`src/hw/lps_pkg.sv`:
```
// Package of constants and types for the bus physical-layer supervisor
package lps_pkg;

	// ----------------------------------------------------------------
	// Clock and timing
	// ----------------------------------------------------------------
	localparam int unsigned CLK_NS       = 8;
	localparam int unsigned WAKE_MIN_US  = 100;
	localparam int unsigned WAKE_MIN_CYC = (WAKE_MIN_US * 1000 + CLK_NS - 1) / CLK_NS;
	localparam int unsigned DTO_MS       = 11;
	localparam int unsigned DTO_CYC      = (DTO_MS * 1000000) / CLK_NS;
	localparam logic [2:0]  OSC_DIV_LAST = 3'h4;   // Divide by five: 0..4
	localparam int          CNT_W        = 21;
	localparam logic [CNT_W-1:0] DB_CYC_0 = 21'h000060;   // 96
	localparam logic [CNT_W-1:0] DB_CYC_1 = 21'h000080;   // 128
	localparam logic [CNT_W-1:0] DB_CYC_2 = 21'h0000c0;   // 192
	localparam logic [CNT_W-1:0] DB_CYC_3 = 21'h0000ff;   // 255

	// ----------------------------------------------------------------
	// Register map: indices, byte address is four times the index
	// ----------------------------------------------------------------
	localparam logic [7:0]  CTRL_IDX     = 8'h17;
	localparam logic [7:0]  STAT_IDX     = 8'h18;
	localparam logic [7:0]  IRQ_STAT_IDX = 8'h20;
	localparam logic [7:0]  IRQ_MASK_IDX = 8'h21;
	localparam logic [3:0]  CTRL_RST     = 4'h0;
	localparam logic [2:0]  FLAG_RST     = 3'h0;
	localparam logic [1:0]  HTRANS_NONSEQ = 2'h2;

	// ----------------------------------------------------------------
	// Synchroniser width: bus level, transmit data, overcurrent
	// ----------------------------------------------------------------
	localparam int SYNC_W = 3;
	localparam int SY_RX  = 0;
	localparam int SY_TX  = 1;
	localparam int SY_OC  = 2;

	// Control register layout, bits [3:0]
	typedef struct packed {
		logic       bus_wake_mode_sel;
		logic [1:0] short_debounce_sel;
		logic       fast_baud_en;
	} lps_ctrl_t;

	// Status flag layout, bits [2:0]
	typedef struct packed {
		logic bus_short_flag;
		logic dominant_timeout_flag;
		logic bus_wake_flag;
	} lps_flags_t;

	typedef enum logic [1:0] {WK_IDLE, WK_DOM, WK_RISE} lps_wake_st_t;

	typedef struct packed {
		logic [SYNC_W-1:0] s1;
		logic [SYNC_W-1:0] s2;
	} lps_sync_st_t;

	typedef struct packed {
		logic [CNT_W-1:0] cnt;
	} lps_tmr_st_t;

endpackage : lps_pkg

```
`src/hw/lps_top.sv`:
```
// Bus physical-layer supervisor with AHB-Lite register slave
// Function
// - Events reported in flags, cleared writing one
// - Sleep or standby: transmitter off, receiver watches
// - Mode 0: fall plus long dominant wakes
// - Mode 1: fall, long dominant, then rise
// - Wake sets wake flag, enables transmitter
// - Fast baud bit selects fast mode
// - Debounced short sets flag, disables transmitter
// - Short needs overcurrent and dominant-versus-recessive mismatch
// - Debounce select: 96/128/192/255 divided-oscillator cycles
// - Own dominant beyond timeout: flag, power down
//
// Our own choices: the AHB-Lite slave port and the register addresses.
`timescale 1ns/100ps
module lps_top
	import lps_pkg::*;
#(
	parameter int unsigned WAKE_CYC = WAKE_MIN_CYC,
	parameter int unsigned DTO_LIM  = DTO_CYC
)(
	// Clock and reset
	input  wire logic        hclk,
	input  wire logic        hresetn,
	// AHB-Lite slave
	input  wire logic        hsel,
	input  wire logic [31:0] haddr,
	input  wire logic [1:0]  htrans,
	input  wire logic        hwrite,
	input  wire logic [2:0]  hsize,
	input  wire logic [31:0] hwdata,
	input  wire logic        hready,
	output logic      [31:0] hrdata,
	output logic             hreadyout,
	output logic             hresp,
	// Bus pins and transceiver
	input  wire logic        bus_rx,
	input  wire logic        tx_data,
	input  wire logic        tx_overcurrent,
	output logic             tx_out,
	output logic             tx_power_en,
	output logic             fast_baud_en,
	// System mode and interrupt
	input  wire logic        sleep_req,
	output logic             irq
);

	// ----------------------------------------------------------------
	// State
	// ----------------------------------------------------------------
	typedef struct packed {
		lps_ctrl_t    ctrl;
		lps_flags_t   flags;
		lps_flags_t   irq_stat;
		lps_flags_t   irq_mask;
		lps_wake_st_t wake_st;
		logic         rx_prev;
		logic         sleep_prev;
		logic         wake_tx;
		logic         tx_out;
		logic         tx_pwr;
		logic [2:0]   div;
		logic         dp_wr;
		logic [7:0]   dp_idx;
		logic [31:0]  rdata;
	} lps_state_t;

	lps_state_t st_r;
	lps_state_t st_nxt;

	logic [SYNC_W-1:0] pins;
	logic              rx;
	logic              txd;
	logic              oc;
	logic              wake_exp;
	logic              short_exp;
	logic              dto_exp;
	logic              short_run;
	logic              dto_run;
	logic              wake_run;
	logic              osc_tick;
	logic [CNT_W-1:0]  db_limit;
	logic [CNT_W-1:0]  wake_limit;
	logic [CNT_W-1:0]  dto_limit;
	logic              ap_take;
	logic              ap_map;
	logic              ev_wake;
	lps_flags_t        set_ev;
	lps_flags_t        wr_clr;
	lps_flags_t        rd_clr;

	// ----------------------------------------------------------------
	// Pin synchronisers
	// ----------------------------------------------------------------
	lps_sync u_sync (
		.hclk    (hclk),
		.hresetn (hresetn),
		.din     ({tx_overcurrent, tx_data, bus_rx}),
		.dout    (pins)
	);

	// Bit order of the synchroniser word follows the package indices
	assign rx  = pins[SY_RX];
	assign txd = pins[SY_TX];
	assign oc  = pins[SY_OC];

	// ----------------------------------------------------------------
	// Timers
	// ----------------------------------------------------------------
	// Wake and timeout timers count every clock; only the short timer uses the slow tick
	assign wake_limit = WAKE_CYC[CNT_W-1:0];
	assign dto_limit  = DTO_LIM[CNT_W-1:0];
	assign osc_tick   = (st_r.div == OSC_DIV_LAST);

	// Debounce length in divided-oscillator ticks
	always_comb begin
		unique case (st_r.ctrl.short_debounce_sel)
			2'h0: db_limit = DB_CYC_0;
			2'h1: db_limit = DB_CYC_1;
			2'h2: db_limit = DB_CYC_2;
			2'h3: db_limit = DB_CYC_3;
		endcase
	end

	// Dominant is low on the wire; rx is the real bus level
	assign wake_run  = (st_r.wake_st == WK_DOM) && !rx;
	assign short_run = st_r.tx_pwr && !st_r.tx_out && rx && oc;
	assign dto_run   = !st_r.tx_out;

	lps_timer u_wake_tmr (
		.hclk    (hclk),
		.hresetn (hresetn),
		.run     (wake_run),
		.tick    (1'b1),
		.limit   (wake_limit),
		.expired (wake_exp)
	);

	lps_timer u_short_tmr (
		.hclk    (hclk),
		.hresetn (hresetn),
		.run     (short_run),
		.tick    (osc_tick),
		.limit   (db_limit),
		.expired (short_exp)
	);

	lps_timer u_dto_tmr (
		.hclk    (hclk),
		.hresetn (hresetn),
		.run     (dto_run),
		.tick    (1'b1),
		.limit   (dto_limit),
		.expired (dto_exp)
	);

	// ----------------------------------------------------------------
	// Bus decode
	// ----------------------------------------------------------------
	// Zero-wait slave: every transfer is taken in its address phase
	assign ap_take = hsel && hready && (htrans == HTRANS_NONSEQ || htrans == 2'h3);
	// Upper bits must be zero and the word aligned, else the access is ignored
	assign ap_map  = (haddr[31:10] == 22'h000000) && (haddr[1:0] == 2'h0);

	// ----------------------------------------------------------------
	// Next state
	// ----------------------------------------------------------------
	always_comb begin
		st_nxt  = st_r;
		ev_wake = 1'b0;
		wr_clr  = '0;
		rd_clr  = '0;

		// Divider for the slow debounce tick
		st_nxt.div = osc_tick ? 3'h0 : st_r.div + 3'h1;
		st_nxt.rx_prev    = rx;
		st_nxt.sleep_prev = sleep_req;

		// Wake watcher runs only while asleep and not yet woken
		if (!sleep_req || st_r.wake_tx) begin
			st_nxt.wake_st = WK_IDLE;
		end else begin
			unique case (st_r.wake_st)
				WK_IDLE: begin
					if (st_r.rx_prev && !rx) begin
						st_nxt.wake_st = WK_DOM;
					end
				end
				WK_DOM: begin
					if (rx) begin
						st_nxt.wake_st = WK_IDLE;
					end else if (wake_exp) begin
						if (st_r.ctrl.bus_wake_mode_sel) begin
							st_nxt.wake_st = WK_RISE;
						end else begin
							ev_wake        = 1'b1;
							st_nxt.wake_st = WK_IDLE;
						end
					end
				end
				WK_RISE: begin
					if (rx) begin
						ev_wake        = 1'b1;
						st_nxt.wake_st = WK_IDLE;
					end
				end
			endcase
		end

		// Woken transmitter stays on until the next entry into sleep
		if (ev_wake) begin
			st_nxt.wake_tx = 1'b1;
		end else if (sleep_req && !st_r.sleep_prev) begin
			st_nxt.wake_tx = 1'b0;
		end

		// Data phase of a write: control store and flag clears
		if (st_r.dp_wr) begin
			if (st_r.dp_idx == CTRL_IDX) begin
				st_nxt.ctrl = hwdata[3:0];
			end
			if (st_r.dp_idx == STAT_IDX) begin
				wr_clr = hwdata[2:0];
			end
			if (st_r.dp_idx == IRQ_MASK_IDX) begin
				st_nxt.irq_mask = hwdata[2:0];
			end
		end

		// Address phase: latch writes, prepare read data
		st_nxt.dp_wr = 1'b0;
		if (ap_take) begin
			st_nxt.dp_wr  = hwrite && ap_map;
			st_nxt.dp_idx = haddr[9:2];
			st_nxt.rdata  = 32'h00000000;
			if (!hwrite && ap_map) begin
				unique case (haddr[9:2])
					CTRL_IDX:     st_nxt.rdata[3:0] = st_r.ctrl;
					STAT_IDX:     st_nxt.rdata[2:0] = st_r.flags;
					IRQ_STAT_IDX: begin
						st_nxt.rdata[2:0] = st_r.irq_stat;
						rd_clr            = 3'h7;
					end
					IRQ_MASK_IDX: st_nxt.rdata[2:0] = st_r.irq_mask;
					default:      st_nxt.rdata = 32'h00000000;
				endcase
			end
		end

		// Detector events; a set in the clearing cycle wins
		set_ev.bus_wake_flag         = ev_wake;
		set_ev.bus_short_flag        = short_exp;
		set_ev.dominant_timeout_flag = dto_exp;
		st_nxt.flags    = (st_r.flags & ~wr_clr) | set_ev;
		st_nxt.irq_stat = (st_r.irq_stat & ~rd_clr) | (set_ev & ~st_r.flags);

		// Transmitter power: off in sleep unless woken, off on faults
		st_nxt.tx_pwr = (!sleep_req || st_nxt.wake_tx)
			&& !st_nxt.flags.bus_short_flag
			&& !st_nxt.flags.dominant_timeout_flag;
		// Unpowered driver releases the bus to recessive
		st_nxt.tx_out = st_nxt.tx_pwr ? txd : 1'b1;
	end

	// ----------------------------------------------------------------
	// State register
	// ----------------------------------------------------------------
	always_ff @(posedge hclk or negedge hresetn) begin
		if (!hresetn) begin
			st_r <= '{
				ctrl:       CTRL_RST,
				flags:      FLAG_RST,
				irq_stat:   FLAG_RST,
				irq_mask:   FLAG_RST,
				wake_st:    WK_IDLE,
				rx_prev:    1'b1,
				sleep_prev: 1'b0,
				wake_tx:    1'b0,
				tx_out:     1'b1,
				tx_pwr:     1'b0,
				div:        3'h0,
				dp_wr:      1'b0,
				dp_idx:     8'h00,
				rdata:      32'h00000000
			};
		end else begin
			st_r <= st_nxt;
		end
	end

	// ----------------------------------------------------------------
	// Outputs
	// ----------------------------------------------------------------
	assign hrdata       = st_r.rdata;
	assign hreadyout    = 1'b1;
	assign hresp        = 1'b0;
	assign tx_out       = st_r.tx_out;
	assign tx_power_en  = st_r.tx_pwr;
	assign fast_baud_en = st_r.ctrl.fast_baud_en;
	// Level interrupt while any unmasked sticky bit stands
	assign irq          = |(st_r.irq_stat & st_r.irq_mask);

endmodule : lps_top

```
`src/hw/lps_sync.sv`:
```
// Two-stage synchroniser for the asynchronous pin inputs
`timescale 1ns/100ps
module lps_sync
	import lps_pkg::*;
(
	// Clock and reset
	input  wire logic              hclk,
	input  wire logic              hresetn,
	// Data
	input  wire logic [SYNC_W-1:0] din,
	output logic      [SYNC_W-1:0] dout
);

	lps_sync_st_t st_r;
	lps_sync_st_t st_nxt;

	// First stage feeds only the second
	always_comb begin
		st_nxt    = st_r;
		st_nxt.s1 = din;
		st_nxt.s2 = st_r.s1;
	end

	// Reset to recessive and idle levels
	always_ff @(posedge hclk or negedge hresetn) begin
		if (!hresetn) begin
			st_r <= '{s1: 3'h3, s2: 3'h3};
		end else begin
			st_r <= st_nxt;
		end
	end

	assign dout = st_r.s2;

endmodule : lps_sync

```
`src/hw/lps_timer.sv`:
```
// Duration timer: counts ticks while run holds, expires beyond a limit
`timescale 1ns/100ps
module lps_timer
	import lps_pkg::*;
(
	// Clock and reset
	input  wire logic             hclk,
	input  wire logic             hresetn,
	// Control
	input  wire logic             run,
	input  wire logic             tick,
	input  wire logic [CNT_W-1:0] limit,
	// Result
	output logic                  expired
);

	lps_tmr_st_t st_r;
	lps_tmr_st_t st_nxt;

	// Restart whenever the condition drops; stop once past the limit
	always_comb begin
		st_nxt = st_r;
		if (!run) begin
			st_nxt.cnt = '0;
		end else if (tick && !expired) begin
			st_nxt.cnt = st_r.cnt + 21'h000001;
		end
	end

	always_ff @(posedge hclk or negedge hresetn) begin
		if (!hresetn) begin
			st_r <= '{cnt: '0};
		end else begin
			st_r <= st_nxt;
		end
	end

	// Longer than the limit, so one past it
	assign expired = run && (st_r.cnt > limit);

endmodule : lps_timer

```
`config.mk`:
```
export PLATFORM = sky130hd
export DESIGN_NAME = lps_top
export DESIGN_NICKNAME = d
export VERILOG_FILES = /design/src/hw/lps_pkg.sv /design/src/hw/lps_top.sv /design/src/hw/lps_sync.sv /design/src/hw/lps_timer.sv
export SDC_FILE = /design/constraint.sdc
export NUM_CORES = 1
export LEC_CHECK = 0
export BUFFER_PORTS_ARGS = -buffer_cell sky130_fd_sc_hd__buf_2
export CAP_MARGIN = 30
export CORE_ASPECT_RATIO = 1.4
export CORE_MARGIN = 3
export CORE_UTILIZATION = 27
export CTS_CLUSTER_DIAMETER = 120
export CTS_CLUSTER_SIZE = 25
export DETAILED_ROUTE_END_ITERATION = 10
export PLACE_DENSITY_LB_ADDON = 0.12
export SLEW_MARGIN = 20
export SYNTH_ARGS = -nofsm -noshare
export SYNTH_HDL_FRONTEND = slang
export SYNTH_SLANG_ARGS = --single-unit
```
`constraint.sdc`:
```
create_clock -name hclk -period 2.1 [get_ports hclk]
set_input_delay 0.105 -clock hclk [delete_from_list [all_inputs] [get_ports hclk]]
set_output_delay 0.105 -clock hclk [all_outputs]
set_load 0.05 [all_outputs]
```
**Yosys cells after proc, flatten, opt, wreduce, memory -nomap -nowiden**

Index checks and enable logic that the tools add are counted.

- Flip-flop bits (word level): 133
- Bits of input ports: 78
- Output and inout bits: 38
- Word-level logic and storage cells: 133

- Add/subtract/negate cells: 4
- Order comparisons: 3
- Eq/ne operators: 21
- Multiplexer cells: 33
- Bitwise operators: 9
- Reductions and logical operators: 36

Operators by type and width:

| operator | number |
|---|---|
| $mux 21 | 6 |
| $pmux 21 s4 | 1 |
| $add 21x1->21 const B | 3 |
| $mux 41 | 1 |
| $eq 8x5->1 const B | 4 |
| $eq 8x6->1 const B | 3 |
| $logic_not 22->1 | 1 |
| $gt 21x14->1 const B | 1 |
| $gt 21x21->1 | 1 |
| $gt 21x21->1 const B | 1 |
| $mux 3 | 6 |
| $logic_and 1x1->1 | 17 |
| $and 3x3->3 | 4 |
| $mux 2 | 6 |
| $pmux 3 s4 | 1 |
| $eq 2x2->1 const B | 5 |
| $mux 1 | 9 |
| $not 3->3 | 3 |
| $logic_not 1->1 | 8 |
| $logic_not 2->1 | 3 |
| $ne 2x2->1 const B | 3 |
| $or 3x3->3 | 2 |
| $pmux 2 s3 | 1 |
| $eq 2x1->1 const B | 2 |
| other kinds (11) | 14 |

**Longest topological paths before layout**

- Depth in word-level cells: 12
- Mapped depth: 10

**Cells and area by module**

A second synthesis with hierarchy kept.

- Cell total of the unflattened synthesis: 985
- Area total of the unflattened synthesis: 8536.9 µm²

Modules (own cells, without submodules):

| module | times used | cells each | area an instance (µm²) |
|---|---|---|---|
| lps_timer | 3 | 255 | 2075.7 |
| lps_top | 1 | 214 | 2154.6 |
| lps_sync | 1 | 6 | 155.1 |

**Worst setup path after synthesis**

Ideal clock, no wire load.

- Path type: flip-flop to flip-flop
- From: reg st_r[61] in the netlist's numbering
- To: reg u_short_tmr.st_r[3] in the netlist's numbering
- Setup time: 0.076 ns
- Data arrival time: 2.192 ns
- Data required time: 2.024 ns
- Path slack: -0.168 ns
- Stages on the path, launching flop included: 10
- Clock period less this slack: 2.268 ns
- Cell sequence: dfrtp_1 ha_1 ha_1 a21o_1 a211oi_2 nand3b_1 o21a_1 buf_6 or4_1 o21ai_1

- Cells in the longest elaborated chain, start to end: 7
- Elaborated cells on any way between the ends: 10
- Classes of those cells: order compare: 1; eq/ne: 4; mux: 1; reduce/logical: 4

RTL lines:

| item | line | RTL |
|---|---|---|
| start, declared | lps_top.sv:68 | `lps_state_t st_r;` |
| start signal, assigned | lps_top.sv:270 | `st_r <= '{` |
| start signal, assigned | lps_top.sv:287 | `st_r <= st_nxt;` |
| $eq 2x2->1, or another cell as far along | lps_top.sv:117 | `unique case (st_r.ctrl.short_debounce_sel)` |
| $pmux 21 s4 * | lps_top.sv:117 |  |
| $gt 21x21->1 * | lps_timer.sv:39 | `assign expired = run && (st_r.cnt > limit);` |
| $logic_and 1x1->1 * | lps_timer.sv:39 |  |
| $logic_not 1->1 * | lps_timer.sv:25 | `end else if (tick && !expired) begin` |
| $logic_and 1x1->1 * | lps_timer.sv:25 |  |
| $ne 2x2->1 (no line) * | -- |  |
| end signal, assigned | lps_timer.sv:32 | `st_r <= '{cnt: '0};` |
| end signal, assigned | lps_timer.sv:34 | `st_r <= st_nxt;` |
| end, declared | lps_timer.sv:17 | `lps_tmr_st_t st_r;` |

Mark *: on every way between the ends. The rest lies on a longest branch, timed or not. The select of a mux whose other input is x is not followed.
A chain may end at the register's enable or synchronous reset.

**Worst setup path after layout**

- From: reg st_r[62] in the netlist's numbering
- To: reg u_short_tmr.st_r[7] in the netlist's numbering

The elaborated chain is that of the path after synthesis.

==> metrics.csv <==
metric,value,unit
family with the most delay on the worst path,compound AO/OA/AOI/OAI gates,
Final Hold Viols,0,
die height,175.7,um
vias in the first global route,4714,
CP max-delay cell,or4_4,
FMAX,0.4269,GHz
IO Count,116,
clk sinks,105,
worst-margin pin slew,0.6803,ns
area occupied by multi-input gates,2962,um^2
clock insertion delay at the later pin of the skew report,0.36,ns
GRT Overall Usage,0.1283,
register area,2636,um^2
largest area contributor in the synthesized netlist,dfrtp_1,
worst min-delay path category,primary input to flop,
vias,4513,
Mapped Cells,573,
TritonCTS Buffers,9,
met3 GRT Util,0.02586,
r2r endpoint,u_short_tmr.st_r[7],
largest net degree at the start of global routing,51,
initial antenna violation count,0,
"EDFF count, synth",0,
CP startpoint kind,flop,
starting density of the core,0.2767,
met2 Use GR,0.2381,
outcome,finished with violations,
clk root buf,clkbuf_16,
share of layout cells above drive strength 1,0.3239,
fin. max-slew vios,0,
utilization after layout,0.3612,
die width,127.2,um
Leak Pwr,3.154,nW
Synth area leaders,"dfrtp_1 (45%), ha_1 (4.7%), buf_4 (4.6%), nor2_1 (3.4%), nand2_1 (3.4%)",
filler cell count,2042,
CTS tree,built,
Peak VDD IR,350.3,uV
share of the synthesized area in the top cell type,0.4460,
YS warnings,0,
Pre-antenna DRT Iters,4,
IO buf count,53,
average cell area after synthesis,9.693,um^2
CP bufs+invs,1,
die area,22350,um^2
dpl cells,924,
Max Cap Violations,0,
commonest cells in the netlist,"dfrtp_1 (99), nor2_1 (51), nand2_1 (50), buf_4 (34)",
"slowest stage delay, CP",0.43,ns
violated checks,setup timing,
CP max FO,7,
routed vias/inst,4.721,
Placeable Area,20070,um^2
gr ovfl total,0,
R2R setup slack,-0.24,ns
setup ws final,-0.2423,ns
CTS Buffer Depth,2,
WHS Path Cells,2,
synth unique cells,56,
"non-filler cells, final",956,
hold wc startpoint,haddr[6],
Final period util,1.115,
Required @ worst endpoint,2.39,ns
most used routing layer,met2,
# diodes,0,
hold endpoint,st_r[36],
mapped cell area,5554,um^2
gpl congestion,0.8425,
Post-Place Worst Slack,-0.2633,ns
DR DRC count,0,
cell mode on critical path,ha_4,
met1 GRT Util,0.1453,
CP Cell Sequence,inv_2 -> ha_4 -> ha_4 -> a21o_1 -> a211oi_2 -> nand3b_1 -> o21a_4 -> or4_4 -> a21oi_2,
antenna-violating nets left,0,
wire per inst,14.86,um
dpl hpwl,10520,um
power density cells,573.9,nW/um^2
first-pass GRT wire length,23270,um
clock slew at reported path FFs,0.08,ns
row cnt,61,
drt total wl,14200,um
Worst slew margin,0.5465,
"Seq/Total Area, Yosys",0.4744,
Async SR Flop Fraction,1.000,
clk_skew,0.008416,ns
"flops & latches, synth",105,
CP endpoint kind,flop,
P&R area growth vs syn,30.52,%
DR iter-0 viols,183,
origin of the critical flop-to-flop path,st_r[62],
R2R depth,9,
most numerous cell in the Yosys netlist,dfrtp_1,
CP arrival,2.63,ns
RSZ-0062 raised after global routing,true,
setup violators final,16,
minimum clock period,2.342,ns
htree depth,3,
nets,798,
Synth Flop Type,dfrtp_1,
crit path kind,flop to flop,
## cell families after synthesis
group / count (synthesis) / synth area share
fa+ha+maj: 21 / 0.04731
flops: 105 / 0.4744
xor+xnor: 21 / 0.03312
simple gates: 241 / 0.2282
mux: 17 / 0.03379
buf+inv: 75 / 0.07569
other cells: 2 / 0.001352
compound gates: 91 / 0.1061
## timing repair
action,in CTS,in global routing
hold endpoints to repair,49,0
endpoints found under the setup margin,31,27
pin swaps,17,27
hold buffers,8,0
gates resized for setup,33,44
buffers inserted,7,1
## through the flow
step                      setup TNS, ns  power, W  area [um^2]  hold WS (ns)
final                            -1.634  0.004160         7249      0.008975
after global routing             -2.974  0.004362         7249      0.001668
after CTS                        -1.390  0.004235         7033      0.006121
after detailed placement         -3.465  0.002528         6450        0.2004
after global placement           -2.932  0.002520         6450        0.1969
after floorplan                -0.06183  0.002415         5667       -0.1906
## state kept, by name, indices dropped and copies added, names as in the netlist
signal,count
u_wake_tmr.st_r,21
u_sync.st_nxt,3
st_r,29
tx_power_en,1
tx_out,1
u_short_tmr.st_r,21
fast_baud_en,1
u_dto_tmr.st_r,21
hrdata,4
u_sync.dout,3
## power breakdown
group,internal [W],leakage (nW),switching [W]
Sequential,0.00207,1.37,0.0000371
Combinational,0.000123,1.64,0.000265
Clock,0.000836,0.141,0.000827
Total,0.00303,3.15,0.00113
## placed cells by master (no fill, tap or decap), types with 4 or more instances in the layout
cell and count:
dfrtp_1 98, buf_4 72, buf_2 52, nand2_1 49, nor2_1 49, conb_1 30
nand3_1 23, xnor2_1 21, inv_1 19, o21ai_0 19, and2_1 19, nor3_1 15
mux2_2 14, ha_1 14, a21oi_1 12, a21oi_2 12, clkbuf_16 9, nand4_1 8
or4_1 8, and3_1 8, dlygate4sd3_1 8, nor4_1 7, nor2b_1 7, or3_1 6
ha_4 6, dfstp_2 6, a211oi_1 5, buf_6 5, inv_2 4, or4_4 4
nor4b_1 4, and4b_1 4, a222oi_1 4, o21ai_1 4, a21boi_0 4
## area by class of cell
cell class	instances	share of cell area
Tap cell	252	0.04349
Inverter	24	0.01277
Clock buffer	10	0.03158
Multi-Input combinational cell	421	0.4085
Clock inverter	6	0.007939
Sequential cell	105	0.3637
Timing Repair Buffer	138	0.1320
## metal layers
| layer | part of all wire | up-vias |
|---|---|---|
| li1 | - | 2204 |
| met1 | 0.41 | 2232 |
| met2 | 0.55 | 58 |
| met3 | 0.026 | 19 |
| met4 | 0.022 | 0 |
| met5 | 0 | - |
## worst max path at each step
stage	from	end	slack (ns)	cells past startpoint
6_report	st_r[62]	u_short_tmr.st_r[7]	-0.24	9
5_1_grt	st_r[62]	u_short_tmr.st_r[7]	-0.29	9
4_1_cts	st_r[61]	tx_out	-0.18	9
3_5_place_dp	st_r[62]	u_short_tmr.st_r[3]	-0.26	10
3_3_place_gp	st_r[61]	u_short_tmr.st_r[4]	-0.17	10
2_1_floorplan	st_r[61]	u_short_tmr.st_r[3]	-0.03	10
Note: power is estimated with default switching activity, not from simulation.
